===== config.mk =====
export PLATFORM = sky130hd
export DESIGN_NAME = mcu_reset_controller
export DESIGN_NICKNAME = d
export VERILOG_FILES = /design/src/core/rstctl_pkg.sv /design/src/core/mcu_reset_controller.sv /design/src/core/low_supply_filter.sv /design/src/core/watchdog_counter_unit.sv
export SDC_FILE = /design/constraint.sdc
export NUM_CORES = 1
export LEC_CHECK = 0
export ABC_AREA = 1
export ABC_CLOCK_PERIOD_IN_PS = 3900
export BUFFER_PORTS_ARGS = -buffer_cell sky130_fd_sc_hd__clkbuf_2
export CAP_MARGIN = 25
export CELL_PAD_IN_SITES_DETAIL_PLACEMENT = 1
export CELL_PAD_IN_SITES_GLOBAL_PLACEMENT = 2
export CORE_MARGIN = 2
export CORE_UTILIZATION = 36
export DETAILED_ROUTE_END_ITERATION = 10
export GPL_TIMING_DRIVEN = 0
export PLACE_DENSITY_LB_ADDON = 0.1
export SKIP_CTS_REPAIR_TIMING = 1
export SYNTH_ARGS = -nofsm -noshare
export SYNTH_HDL_FRONTEND = slang
export SYNTH_SLANG_ARGS = --single-unit

===== constraint.sdc =====
create_clock -name mclk -period 3.9 [get_ports mclk]
set_input_delay 0.39 -clock mclk [delete_from_list [all_inputs] [get_ports mclk]]
set_output_delay 0.39 -clock mclk [all_outputs]
set_load 0.02 [all_outputs]

===== src/core/rstctl_pkg.sv =====
package rstctl_pkg;

  // ---------------------------------------------------------------
  // Timing
  // ---------------------------------------------------------------
  localparam int CLK_MHZ = 125;
  localparam int LOW_SUPPLY_MIN_US = 1000;
  localparam int LOW_SUPPLY_CYCLES = LOW_SUPPLY_MIN_US * CLK_MHZ;
  localparam int LOW_SUPPLY_CNT_W = 17;
  localparam int WDOG_CNT_W = 20;
  localparam int WDOG_BASE_BIT = 12;
  localparam int WDOG_SEL_W = 3;

  // ---------------------------------------------------------------
  // Register map and fields
  // ---------------------------------------------------------------
  localparam int NUM_PORTS = 2;
  localparam logic [3:0] ADDR_STATUS = 4'h0;
  localparam logic [3:0] ADDR_WDOG_SETUP = 4'h1;
  localparam logic [3:0] ADDR_BANK = 4'h2;
  localparam logic [3:0] ADDR_NVM_CTRL = 4'h3;
  localparam logic [3:0] ADDR_MEM_PTR0 = 4'h4;
  localparam logic [3:0] ADDR_MEM_PTR1 = 4'h5;
  localparam logic [3:0] ADDR_PORT_BASE = 4'h6;
  localparam logic [3:0] ADDR_INTR_CTRL = 4'ha;
  localparam logic [3:0] ADDR_TIMER_CTRL = 4'hb;
  localparam logic [3:0] ADDR_CAUSE = 4'hc;
  localparam int ST_TIMEOUT_BIT = 4;
  localparam int ST_SLEEP_BIT = 3;
  localparam int TIMER_RUN_BIT = 4;
  localparam int MEM_PTR_MSB = 7;

  // ---------------------------------------------------------------
  // Reset values
  // ---------------------------------------------------------------
  localparam logic [7:0] WDOG_SETUP_RST = 8'h07;
  localparam logic [7:0] BANK_RST = 8'h00;
  localparam logic [3:0] NVM_CTRL_RST = 4'h8;
  localparam logic [7:0] PORT_RST = 8'hff;
  localparam logic [7:0] INTR_CTRL_RST = 8'h00;
  localparam logic [7:0] TIMER_CTRL_RST = 8'h08;
  localparam logic [6:0] MEM_PTR_LOW_RST = 7'h00;

  typedef enum logic [2:0] {
    cause_none,
    cause_por,
    cause_pin,
    cause_low_supply,
    cause_wdog_run,
    cause_wdog_sleep
  } reset_cause_t;

endpackage : rstctl_pkg


===== src/core/mcu_reset_controller.sv =====
`timescale 1ns/1ps
// Function
// - Clear pin low resets core, fetch from zero.
// - Low supply must persist over 1ms first.
// - Low supply reset only when configured enabled.
// - Running watchdog reset equals pin reset, sets timeout.
// - Sleep watchdog reset clears only counter, stack.
// - Power-on clears timeout and sleep flags.
// - Pin or supply reset keeps both flags.
// - Running watchdog reset keeps sleep flag.
// - Sleep watchdog reset sets both flags.
// - Power-on disables every interrupt source.
// - Power-on clears watchdog, which then counts.
// - Power-on stops every timer counter.
// - Power-on clears the timer prescaler.
// - Power-on makes every port pin input.
// - Power-on points stack pointer at top.
// - Port latches and directions set except sleep.
// - Pointer top bits read one after reset.
module mcu_reset_controller #(
  parameter int LOW_SUPPLY_FILTER_CYCLES = rstctl_pkg::LOW_SUPPLY_CYCLES,
  parameter int WDOG_BASE_BIT = rstctl_pkg::WDOG_BASE_BIT
) (
  // Clock and power-on reset
  input wire logic mclk,
  input wire logic rstn,
  // Board reset sources and static option
  input wire logic ext_clear_pin_n,
  input wire logic low_supply_detector,
  input wire logic low_volt_reset_en,
  // Core state and requests
  input wire logic sleep_active,
  input wire logic halt_enter,
  input wire logic watchdog_kick,
  // Register port
  input wire logic [3:0] reg_addr,
  input wire logic [7:0] reg_wdata,
  input wire logic reg_we,
  input wire logic reg_re,
  output logic [7:0] reg_rdata,
  // Reset strobes to the core
  output logic core_reset,
  output logic sleep_wake_reset,
  output logic prog_counter_low_clr,
  output logic stack_ptr_clr,
  output logic prescaler_clr,
  output logic [2:0] reset_cause,
  // Preset state
  output logic watchdog_timeout_flag,
  output logic sleep_entered_flag,
  output logic [7:0] watchdog_setup_reg,
  output logic [7:0] bank_select,
  output logic [3:0] nvm_control_reg,
  output logic [7:0] mem_pointer_zero,
  output logic [7:0] mem_pointer_one,
  output logic [7:0] intr_ctrl,
  output logic timer_run,
  output logic [rstctl_pkg::NUM_PORTS-1:0][7:0] port_latch,
  output logic [rstctl_pkg::NUM_PORTS-1:0][7:0] port_dir
);

  // ---------------------------------------------------------------
  // Reset sources
  // ---------------------------------------------------------------
  logic por_done_q;
  logic low_fire;
  logic wdog_timeout;
  logic wdog_clear;

  low_supply_filter #(
    .CYCLES(LOW_SUPPLY_FILTER_CYCLES)
  ) u_low_supply_filter (
    .mclk(mclk),
    .rstn(rstn),
    .enable(low_volt_reset_en),
    .low_level(low_supply_detector),
    .fire(low_fire)
  );

  watchdog_counter_unit #(
    .BASE_BIT(WDOG_BASE_BIT)
  ) u_watchdog (
    .mclk(mclk),
    .rstn(rstn),
    .clear(wdog_clear),
    .period_sel(watchdog_setup_reg[rstctl_pkg::WDOG_SEL_W-1:0]),
    .timeout(wdog_timeout)
  );

  // ---------------------------------------------------------------
  // Cause encoding
  // ---------------------------------------------------------------
  rstctl_pkg::reset_cause_t cause_d;
  rstctl_pkg::reset_cause_t cause_q;
  rstctl_pkg::reset_cause_t last_cause_q;
  logic full_d;
  logic sleep_d;
  logic full_q;
  logic sleep_q;

  // Power-on outranks the pin, the pin outranks the supply monitor.
  assign cause_d = !por_done_q ? rstctl_pkg::cause_por :
                   !ext_clear_pin_n ? rstctl_pkg::cause_pin :
                   low_fire ? rstctl_pkg::cause_low_supply :
                   (wdog_timeout && sleep_active) ? rstctl_pkg::cause_wdog_sleep :
                   wdog_timeout ? rstctl_pkg::cause_wdog_run :
                   rstctl_pkg::cause_none;
  assign full_d = (cause_d != rstctl_pkg::cause_none) &&
                  (cause_d != rstctl_pkg::cause_wdog_sleep);
  assign sleep_d = (cause_d == rstctl_pkg::cause_wdog_sleep);
  assign full_q = (cause_q != rstctl_pkg::cause_none) &&
                  (cause_q != rstctl_pkg::cause_wdog_sleep);
  assign sleep_q = (cause_q == rstctl_pkg::cause_wdog_sleep);

  always_ff @(posedge mclk or negedge rstn) begin
    if (!rstn) begin
      por_done_q <= 1'b0;
      cause_q <= rstctl_pkg::cause_por;
      last_cause_q <= rstctl_pkg::cause_por;
    end else begin
      por_done_q <= 1'b1;
      cause_q <= cause_d;
      if (cause_d != rstctl_pkg::cause_none) begin
        last_cause_q <= cause_d;
      end
    end
  end

  assign core_reset = full_q;
  assign sleep_wake_reset = sleep_q;
  assign prog_counter_low_clr = full_q || sleep_q;
  assign stack_ptr_clr = full_q || sleep_q;
  assign prescaler_clr = full_q;
  assign reset_cause = cause_q;
  assign wdog_clear = full_q || watchdog_kick;

  // ---------------------------------------------------------------
  // Status flags
  // ---------------------------------------------------------------
  logic to_q;
  logic to_d;
  logic pdf_q;
  logic pdf_d;

  // Reset events beat the software set and clear in the same cycle.
  always_comb begin
    to_d = to_q;
    pdf_d = pdf_q;
    unique case (cause_d)
      rstctl_pkg::cause_por: begin
        to_d = 1'b0;
        pdf_d = 1'b0;
      end
      rstctl_pkg::cause_pin, rstctl_pkg::cause_low_supply: begin
        to_d = to_q;
        pdf_d = pdf_q;
      end
      rstctl_pkg::cause_wdog_run: begin
        to_d = 1'b1;
      end
      rstctl_pkg::cause_wdog_sleep: begin
        to_d = 1'b1;
        pdf_d = 1'b1;
      end
      rstctl_pkg::cause_none: begin
        if (watchdog_kick) begin
          to_d = 1'b0;
          pdf_d = 1'b0;
        end else if (halt_enter) begin
          to_d = 1'b0;
          pdf_d = 1'b1;
        end
      end
    endcase
  end

  always_ff @(posedge mclk or negedge rstn) begin
    if (!rstn) begin
      to_q <= 1'b0;
      pdf_q <= 1'b0;
    end else begin
      to_q <= to_d;
      pdf_q <= pdf_d;
    end
  end

  assign watchdog_timeout_flag = to_q;
  assign sleep_entered_flag = pdf_q;

  // ---------------------------------------------------------------
  // Preset registers
  // ---------------------------------------------------------------
  logic wr_wdog;
  logic wr_bank;
  logic wr_nvm;
  logic wr_mp0;
  logic wr_mp1;
  logic wr_intr;
  logic wr_timer;
  logic [7:0] wdog_setup_q;
  logic [7:0] bank_q;
  logic [3:0] nvm_q;
  logic [6:0] mp0_q;
  logic [6:0] mp1_q;
  logic [7:0] intr_q;
  logic [7:0] timer_q;

  assign wr_wdog = reg_we && (reg_addr == rstctl_pkg::ADDR_WDOG_SETUP);
  assign wr_bank = reg_we && (reg_addr == rstctl_pkg::ADDR_BANK);
  assign wr_nvm = reg_we && (reg_addr == rstctl_pkg::ADDR_NVM_CTRL);
  assign wr_mp0 = reg_we && (reg_addr == rstctl_pkg::ADDR_MEM_PTR0);
  assign wr_mp1 = reg_we && (reg_addr == rstctl_pkg::ADDR_MEM_PTR1);
  assign wr_intr = reg_we && (reg_addr == rstctl_pkg::ADDR_INTR_CTRL);
  assign wr_timer = reg_we && (reg_addr == rstctl_pkg::ADDR_TIMER_CTRL);

  // A preset in the same cycle as a write wins; a sleep wake keeps all.
  always_ff @(posedge mclk or negedge rstn) begin
    if (!rstn) begin
      wdog_setup_q <= rstctl_pkg::WDOG_SETUP_RST;
      bank_q <= rstctl_pkg::BANK_RST;
      nvm_q <= rstctl_pkg::NVM_CTRL_RST;
      intr_q <= rstctl_pkg::INTR_CTRL_RST;
      timer_q <= rstctl_pkg::TIMER_CTRL_RST;
    end else if (full_d) begin
      wdog_setup_q <= rstctl_pkg::WDOG_SETUP_RST;
      bank_q <= rstctl_pkg::BANK_RST;
      nvm_q <= rstctl_pkg::NVM_CTRL_RST;
      intr_q <= rstctl_pkg::INTR_CTRL_RST;
      timer_q <= rstctl_pkg::TIMER_CTRL_RST;
    end else if (!sleep_d) begin
      if (wr_wdog) wdog_setup_q <= reg_wdata;
      if (wr_bank) bank_q <= reg_wdata;
      if (wr_nvm) nvm_q <= reg_wdata[3:0];
      if (wr_intr) intr_q <= reg_wdata;
      if (wr_timer) timer_q <= reg_wdata;
    end
  end

  // Pointer low bits survive every reset after power-up.
  always_ff @(posedge mclk or negedge rstn) begin
    if (!rstn) begin
      mp0_q <= rstctl_pkg::MEM_PTR_LOW_RST;
      mp1_q <= rstctl_pkg::MEM_PTR_LOW_RST;
    end else if (cause_d == rstctl_pkg::cause_none) begin
      if (wr_mp0) mp0_q <= reg_wdata[6:0];
      if (wr_mp1) mp1_q <= reg_wdata[6:0];
    end
  end

  assign watchdog_setup_reg = wdog_setup_q;
  assign bank_select = bank_q;
  assign nvm_control_reg = nvm_q;
  assign mem_pointer_zero = {1'b1, mp0_q};
  assign mem_pointer_one = {1'b1, mp1_q};
  assign intr_ctrl = intr_q;
  assign timer_run = timer_q[rstctl_pkg::TIMER_RUN_BIT];

  // ---------------------------------------------------------------
  // Ports
  // ---------------------------------------------------------------
  logic [rstctl_pkg::NUM_PORTS-1:0][7:0] port_rd;

  for (genvar i = 0; i < rstctl_pkg::NUM_PORTS; i++) begin : g_port
    localparam logic [3:0] LATCH_ADDR = 4'(rstctl_pkg::ADDR_PORT_BASE + 2 * i);
    localparam logic [3:0] DIR_ADDR = 4'(rstctl_pkg::ADDR_PORT_BASE + 2 * i + 1);
    logic [7:0] latch_q;
    logic [7:0] dir_q;
    logic latch_hit;
    logic dir_hit;

    assign latch_hit = (reg_addr == LATCH_ADDR);
    assign dir_hit = (reg_addr == DIR_ADDR);

    always_ff @(posedge mclk or negedge rstn) begin
      if (!rstn) begin
        latch_q <= rstctl_pkg::PORT_RST;
        dir_q <= rstctl_pkg::PORT_RST;
      end else if (full_d) begin
        latch_q <= rstctl_pkg::PORT_RST;
        dir_q <= rstctl_pkg::PORT_RST;
      end else if (!sleep_d) begin
        if (reg_we && latch_hit) latch_q <= reg_wdata;
        if (reg_we && dir_hit) dir_q <= reg_wdata;
      end
    end

    assign port_latch[i] = latch_q;
    assign port_dir[i] = dir_q;
    assign port_rd[i] = ({8{latch_hit}} & latch_q) | ({8{dir_hit}} & dir_q);

  end

  // ---------------------------------------------------------------
  // Register read
  // ---------------------------------------------------------------
  logic [7:0] status_val;
  logic [7:0] port_rd_any;
  logic [7:0] rd_mux;
  logic [7:0] rdata_q;

  always_comb begin
    port_rd_any = 8'h00;
    for (int k = 0; k < rstctl_pkg::NUM_PORTS; k++) begin
      port_rd_any = port_rd_any | port_rd[k];
    end
  end

  always_comb begin
    status_val = 8'h00;
    status_val[rstctl_pkg::ST_TIMEOUT_BIT] = to_q;
    status_val[rstctl_pkg::ST_SLEEP_BIT] = pdf_q;
  end

  assign rd_mux =
    (reg_addr == rstctl_pkg::ADDR_STATUS) ? status_val :
    (reg_addr == rstctl_pkg::ADDR_WDOG_SETUP) ? wdog_setup_q :
    (reg_addr == rstctl_pkg::ADDR_BANK) ? bank_q :
    (reg_addr == rstctl_pkg::ADDR_NVM_CTRL) ? {4'h0, nvm_q} :
    (reg_addr == rstctl_pkg::ADDR_MEM_PTR0) ? mem_pointer_zero :
    (reg_addr == rstctl_pkg::ADDR_MEM_PTR1) ? mem_pointer_one :
    (reg_addr == rstctl_pkg::ADDR_INTR_CTRL) ? intr_q :
    (reg_addr == rstctl_pkg::ADDR_TIMER_CTRL) ? timer_q :
    (reg_addr == rstctl_pkg::ADDR_CAUSE) ? {5'h00, last_cause_q} :
    port_rd_any;

  always_ff @(posedge mclk or negedge rstn) begin
    if (!rstn) begin
      rdata_q <= 8'h00;
    end else begin
      rdata_q <= reg_re ? rd_mux : 8'h00;
    end
  end

  assign reg_rdata = rdata_q;
endmodule : mcu_reset_controller


===== src/core/low_supply_filter.sv =====
`timescale 1ns/1ps
module low_supply_filter #(
  parameter int CYCLES = rstctl_pkg::LOW_SUPPLY_CYCLES
) (
  // Clock and reset
  input wire logic mclk,
  input wire logic rstn,
  // Supply monitor
  input wire logic enable,
  input wire logic low_level,
  output logic fire
);

  localparam logic [rstctl_pkg::LOW_SUPPLY_CNT_W-1:0] LIMIT =
    rstctl_pkg::LOW_SUPPLY_CNT_W'(CYCLES);

  logic [rstctl_pkg::LOW_SUPPLY_CNT_W-1:0] cnt_q;
  logic [rstctl_pkg::LOW_SUPPLY_CNT_W-1:0] cnt_d;
  logic at_limit;
  logic fire_q;

  // The counter restarts on any high sample, so short dips never fire.
  assign at_limit = (cnt_q == LIMIT);
  assign cnt_d = (!enable || !low_level) ? '0 : (at_limit ? cnt_q : cnt_q + 1'b1);

  always_ff @(posedge mclk or negedge rstn) begin
    if (!rstn) begin
      cnt_q <= '0;
      fire_q <= 1'b0;
    end else begin
      cnt_q <= cnt_d;
      fire_q <= enable && low_level && at_limit;
    end
  end

  assign fire = fire_q;
endmodule : low_supply_filter


===== src/core/watchdog_counter_unit.sv =====
`timescale 1ns/1ps
module watchdog_counter_unit #(
  parameter int BASE_BIT = rstctl_pkg::WDOG_BASE_BIT
) (
  // Clock and reset
  input wire logic mclk,
  input wire logic rstn,
  // Control
  input wire logic clear,
  input wire logic [rstctl_pkg::WDOG_SEL_W-1:0] period_sel,
  // Event
  output logic timeout
);

  logic [rstctl_pkg::WDOG_CNT_W-1:0] watchdog_counter_q;
  logic [rstctl_pkg::WDOG_CNT_W-1:0] watchdog_counter_d;
  logic [4:0] tap_idx;
  logic tap_hit;
  logic timeout_q;

  // The period doubles with each step of the setup value.
  assign tap_idx = 5'(BASE_BIT) + {2'b00, period_sel};
  assign tap_hit = watchdog_counter_q[tap_idx];
  assign watchdog_counter_d = (clear || tap_hit) ? '0 : watchdog_counter_q + 1'b1;

  always_ff @(posedge mclk or negedge rstn) begin
    if (!rstn) begin
      watchdog_counter_q <= '0;
      timeout_q <= 1'b0;
    end else begin
      watchdog_counter_q <= watchdog_counter_d;
      timeout_q <= tap_hit;
    end
  end

  assign timeout = timeout_q;

endmodule : watchdog_counter_unit


==> results.tsv <==
metric	value	unit
status	finished clean	
tns	0	ns
cp.required	4.25	ns
dp_hpwl	16.1	mm
holdCritPathClass	input pin to flip-flop	
num_vias	5924	
cts_root_buf	clkbuf_16	
antenna_found_initial	0	
yosysTopAreaCell	dfrtp_1	
clock.fmax	0.408	GHz
synth_edf_count	0	
num-fill-cells	2274	
num_io_pins	117	
antenna_cells_inserted	0	
ys_warn_count	0	
peakVddDrop	292	uV
maxCapViolCount	0	
synth_area	6740	um2
die_y	141	um
intPower	3.11	mW
layout-area-overhead-vs-synth	23.1	%
initial_core_util	0.364	
cp_max_fo	10	
first_pass_iters	4	
ys_seq_area_frac	0.520	
gr-total-overflow	0	
fin_area	8290	um2
drtAntennaViolNets	0	
drv_slew	0	
syn_avg_cell_area	8.32	um2
gp_congestion	0.836	
wire_per_inst	17.7	um
postPlaceCellArea	7640	um2
p_clk_frac	0.381	
fin_skew	0.00776	ns
clock_latency	0.43	ns
final_util	0.448	
p_switching	1.53	mW
top_regs	u_watchdog.watchdog_counter_q (20), u_low_supply_filter.cnt_q (17)	
largest_reg_flops	20	
relSlewSlack	0.569	
grt.total_usage	0.220	
finalCritPeriodShare	0.628	
start_kind	flip-flop	
grt_pass1_vias	6197	
cts.path.max_buffers	2	
synth.area.top_cells	dfrtp_1 (37%), dfstp_2 (15%), nand2_1 (9.5%)	
numCtsBuffers	17	
h-tree-depth	4	
leakage	4.03	nW
multi_input_area	2710	um2
reg2reg_slack	1.45	ns
grt_max_degree	83	
yosysUniqueCellTypes	38	
setup_viol	0	
power.density	560	nW/um2
tightest_slew	0.644	ns
rows	50	
fin_nets	972	
critPathArrivalTime	2.80	ns
p_sw_frac	0.330	
drc_errors	0	
largest_register	u_watchdog.watchdog_counter_q	
final_hold_viol_count	0	
final_layout_size_suffix_gt1_frac	0.266	
die_w	141	um
routed_via_density	4.96	
final_cell_mix	nand2_1 (170), clkbuf_2 (113), nor2_1 (108), inv_1 (106), dfrtp_1 (99)	
cts_num_sinks	138	
grt_pass1_wl	33.9	mm
drt_iter0_markers	290	
final_common_cell	nand2_1	
crit_type	flip-flop to flip-flop	
rsz0062_at_grt	false	
portBuffers	114	
async_reset_ff_frac	1.00	
coreArea	18500	um2
seq_area	3500	um2
cts_tree	built	
synth_seq_cells	138	
path_clk_slew	0.06	ns
p_seq_frac	0.395	
synth.top_cell.area_share	0.368	
drt-total-wl	21.1	mm
cp-end-kind	flip-flop	
dieArea	19800	um2
dominantRegCellSynth	dfrtp_1	
p_comb_frac	0.224	
synthCells	810	
period_needed	2.45	ns
[power groups by stage]
stage	combinational, mW	clock, mW	sequential (mW)
after floorplan	0.446	0	2.01
after global placement	1.01	0	1.85
after detailed placement	1.04	0	1.86
after CTS	1.05	1.80	1.84
after global routing	1.14	1.85	1.86
final	1.04	1.77	1.83
[worst max-delay path, cell delays in order, from the launching register on]
cell and delay, ns:
dfstp_2 0.55, inv_1 0.12, o21ai_0 0.28, nand2_1 0.09, o21ai_0 0.46, nand2_1 0.40, buf_2 0.32, nor2_1 0.15
[layer usage]
metal	vias to the layer above	part of all wire	track usage
li1	2857	-	-
met1	2948	0.48	0.307
met2	103	0.48	0.360
met3	16	0.034	0.0414
met4	0	0.0093	0.0484
met5	-	0	0
[cell usage after synthesis (all sizes together), types with 3 or more instances]
cell and number:
mux2 18, or2 3, inv 113, o21ai 77, o21a 3, dfrtp 99, xnor2 3, nor3b 4
a21oi 62, dfstp 39, nor3 10, ha 3, xor2 8, nand3 37, buf 15, nand4 10
nand2 174, nor2 123
[through the flow]
stage,setup slack (ns),power (mW),hold slack [ns],instances
finish,1.45,4.65,0.212,1194
global route,1.19,4.85,0.214,1194
CTS,1.37,4.68,-0.0538,1193
detailed placement,1.52,2.90,0.397,1161
global placement,0.0951,2.86,0.446,1160
floorplan,2.00,2.46,0.0944,812
[final cells by class]
| class | instances | share of cell area |
|---|---|---|
| clock buffers | 21 | 0.0567 |
| plain buffers | 16 | 0.0127 |
| inverters | 113 | 0.0511 |
| well taps | 234 | 0.0353 |
| clock inverters | 11 | 0.0202 |
| flip-flops and latches | 138 | 0.422 |
| multi-input cells | 545 | 0.327 |
| repair buffers | 116 | 0.0744 |
[cell families after synthesis]
kind of cell,count (synthesis),synth area share
XOR/XNOR,11,0.0143
buffers and inverters,129,0.0786
other,1,0.000557
flip-flops,138,0.520
multiplexers,18,0.0323
AND/OR/NAND/NOR,363,0.231
adder cells (fa/ha/maj),3,0.00557
AO/OA/AOI/OAI,147,0.118
[path summary, 6_finish.rpt]
check / from / end / cells after the start
max: watchdog_setup_reg[0]$_DFFE_PN1P_ / u_watchdog.watchdog_counter_q[15]$_DFF_PN0_ / 7
min: reg_re / reg_rdata[3]$_DFF_PN0_ / 3
max reg2reg: watchdog_setup_reg[0]$_DFFE_PN1P_ / u_watchdog.watchdog_counter_q[15]$_DFF_PN0_ / 7
min reg2reg: u_watchdog.watchdog_counter_q[0]$_DFF_PN0_ / u_watchdog.watchdog_counter_q[0]$_DFF_PN0_ / 1
max in group asynchronous: rstn / g_port[0].latch_q[1]$_DFFE_PN1P_ / 3
min in group asynchronous: rstn / u_watchdog.watchdog_counter_q[18]$_DFF_PN0_ / 2
(Power assumes the default switching activity.)
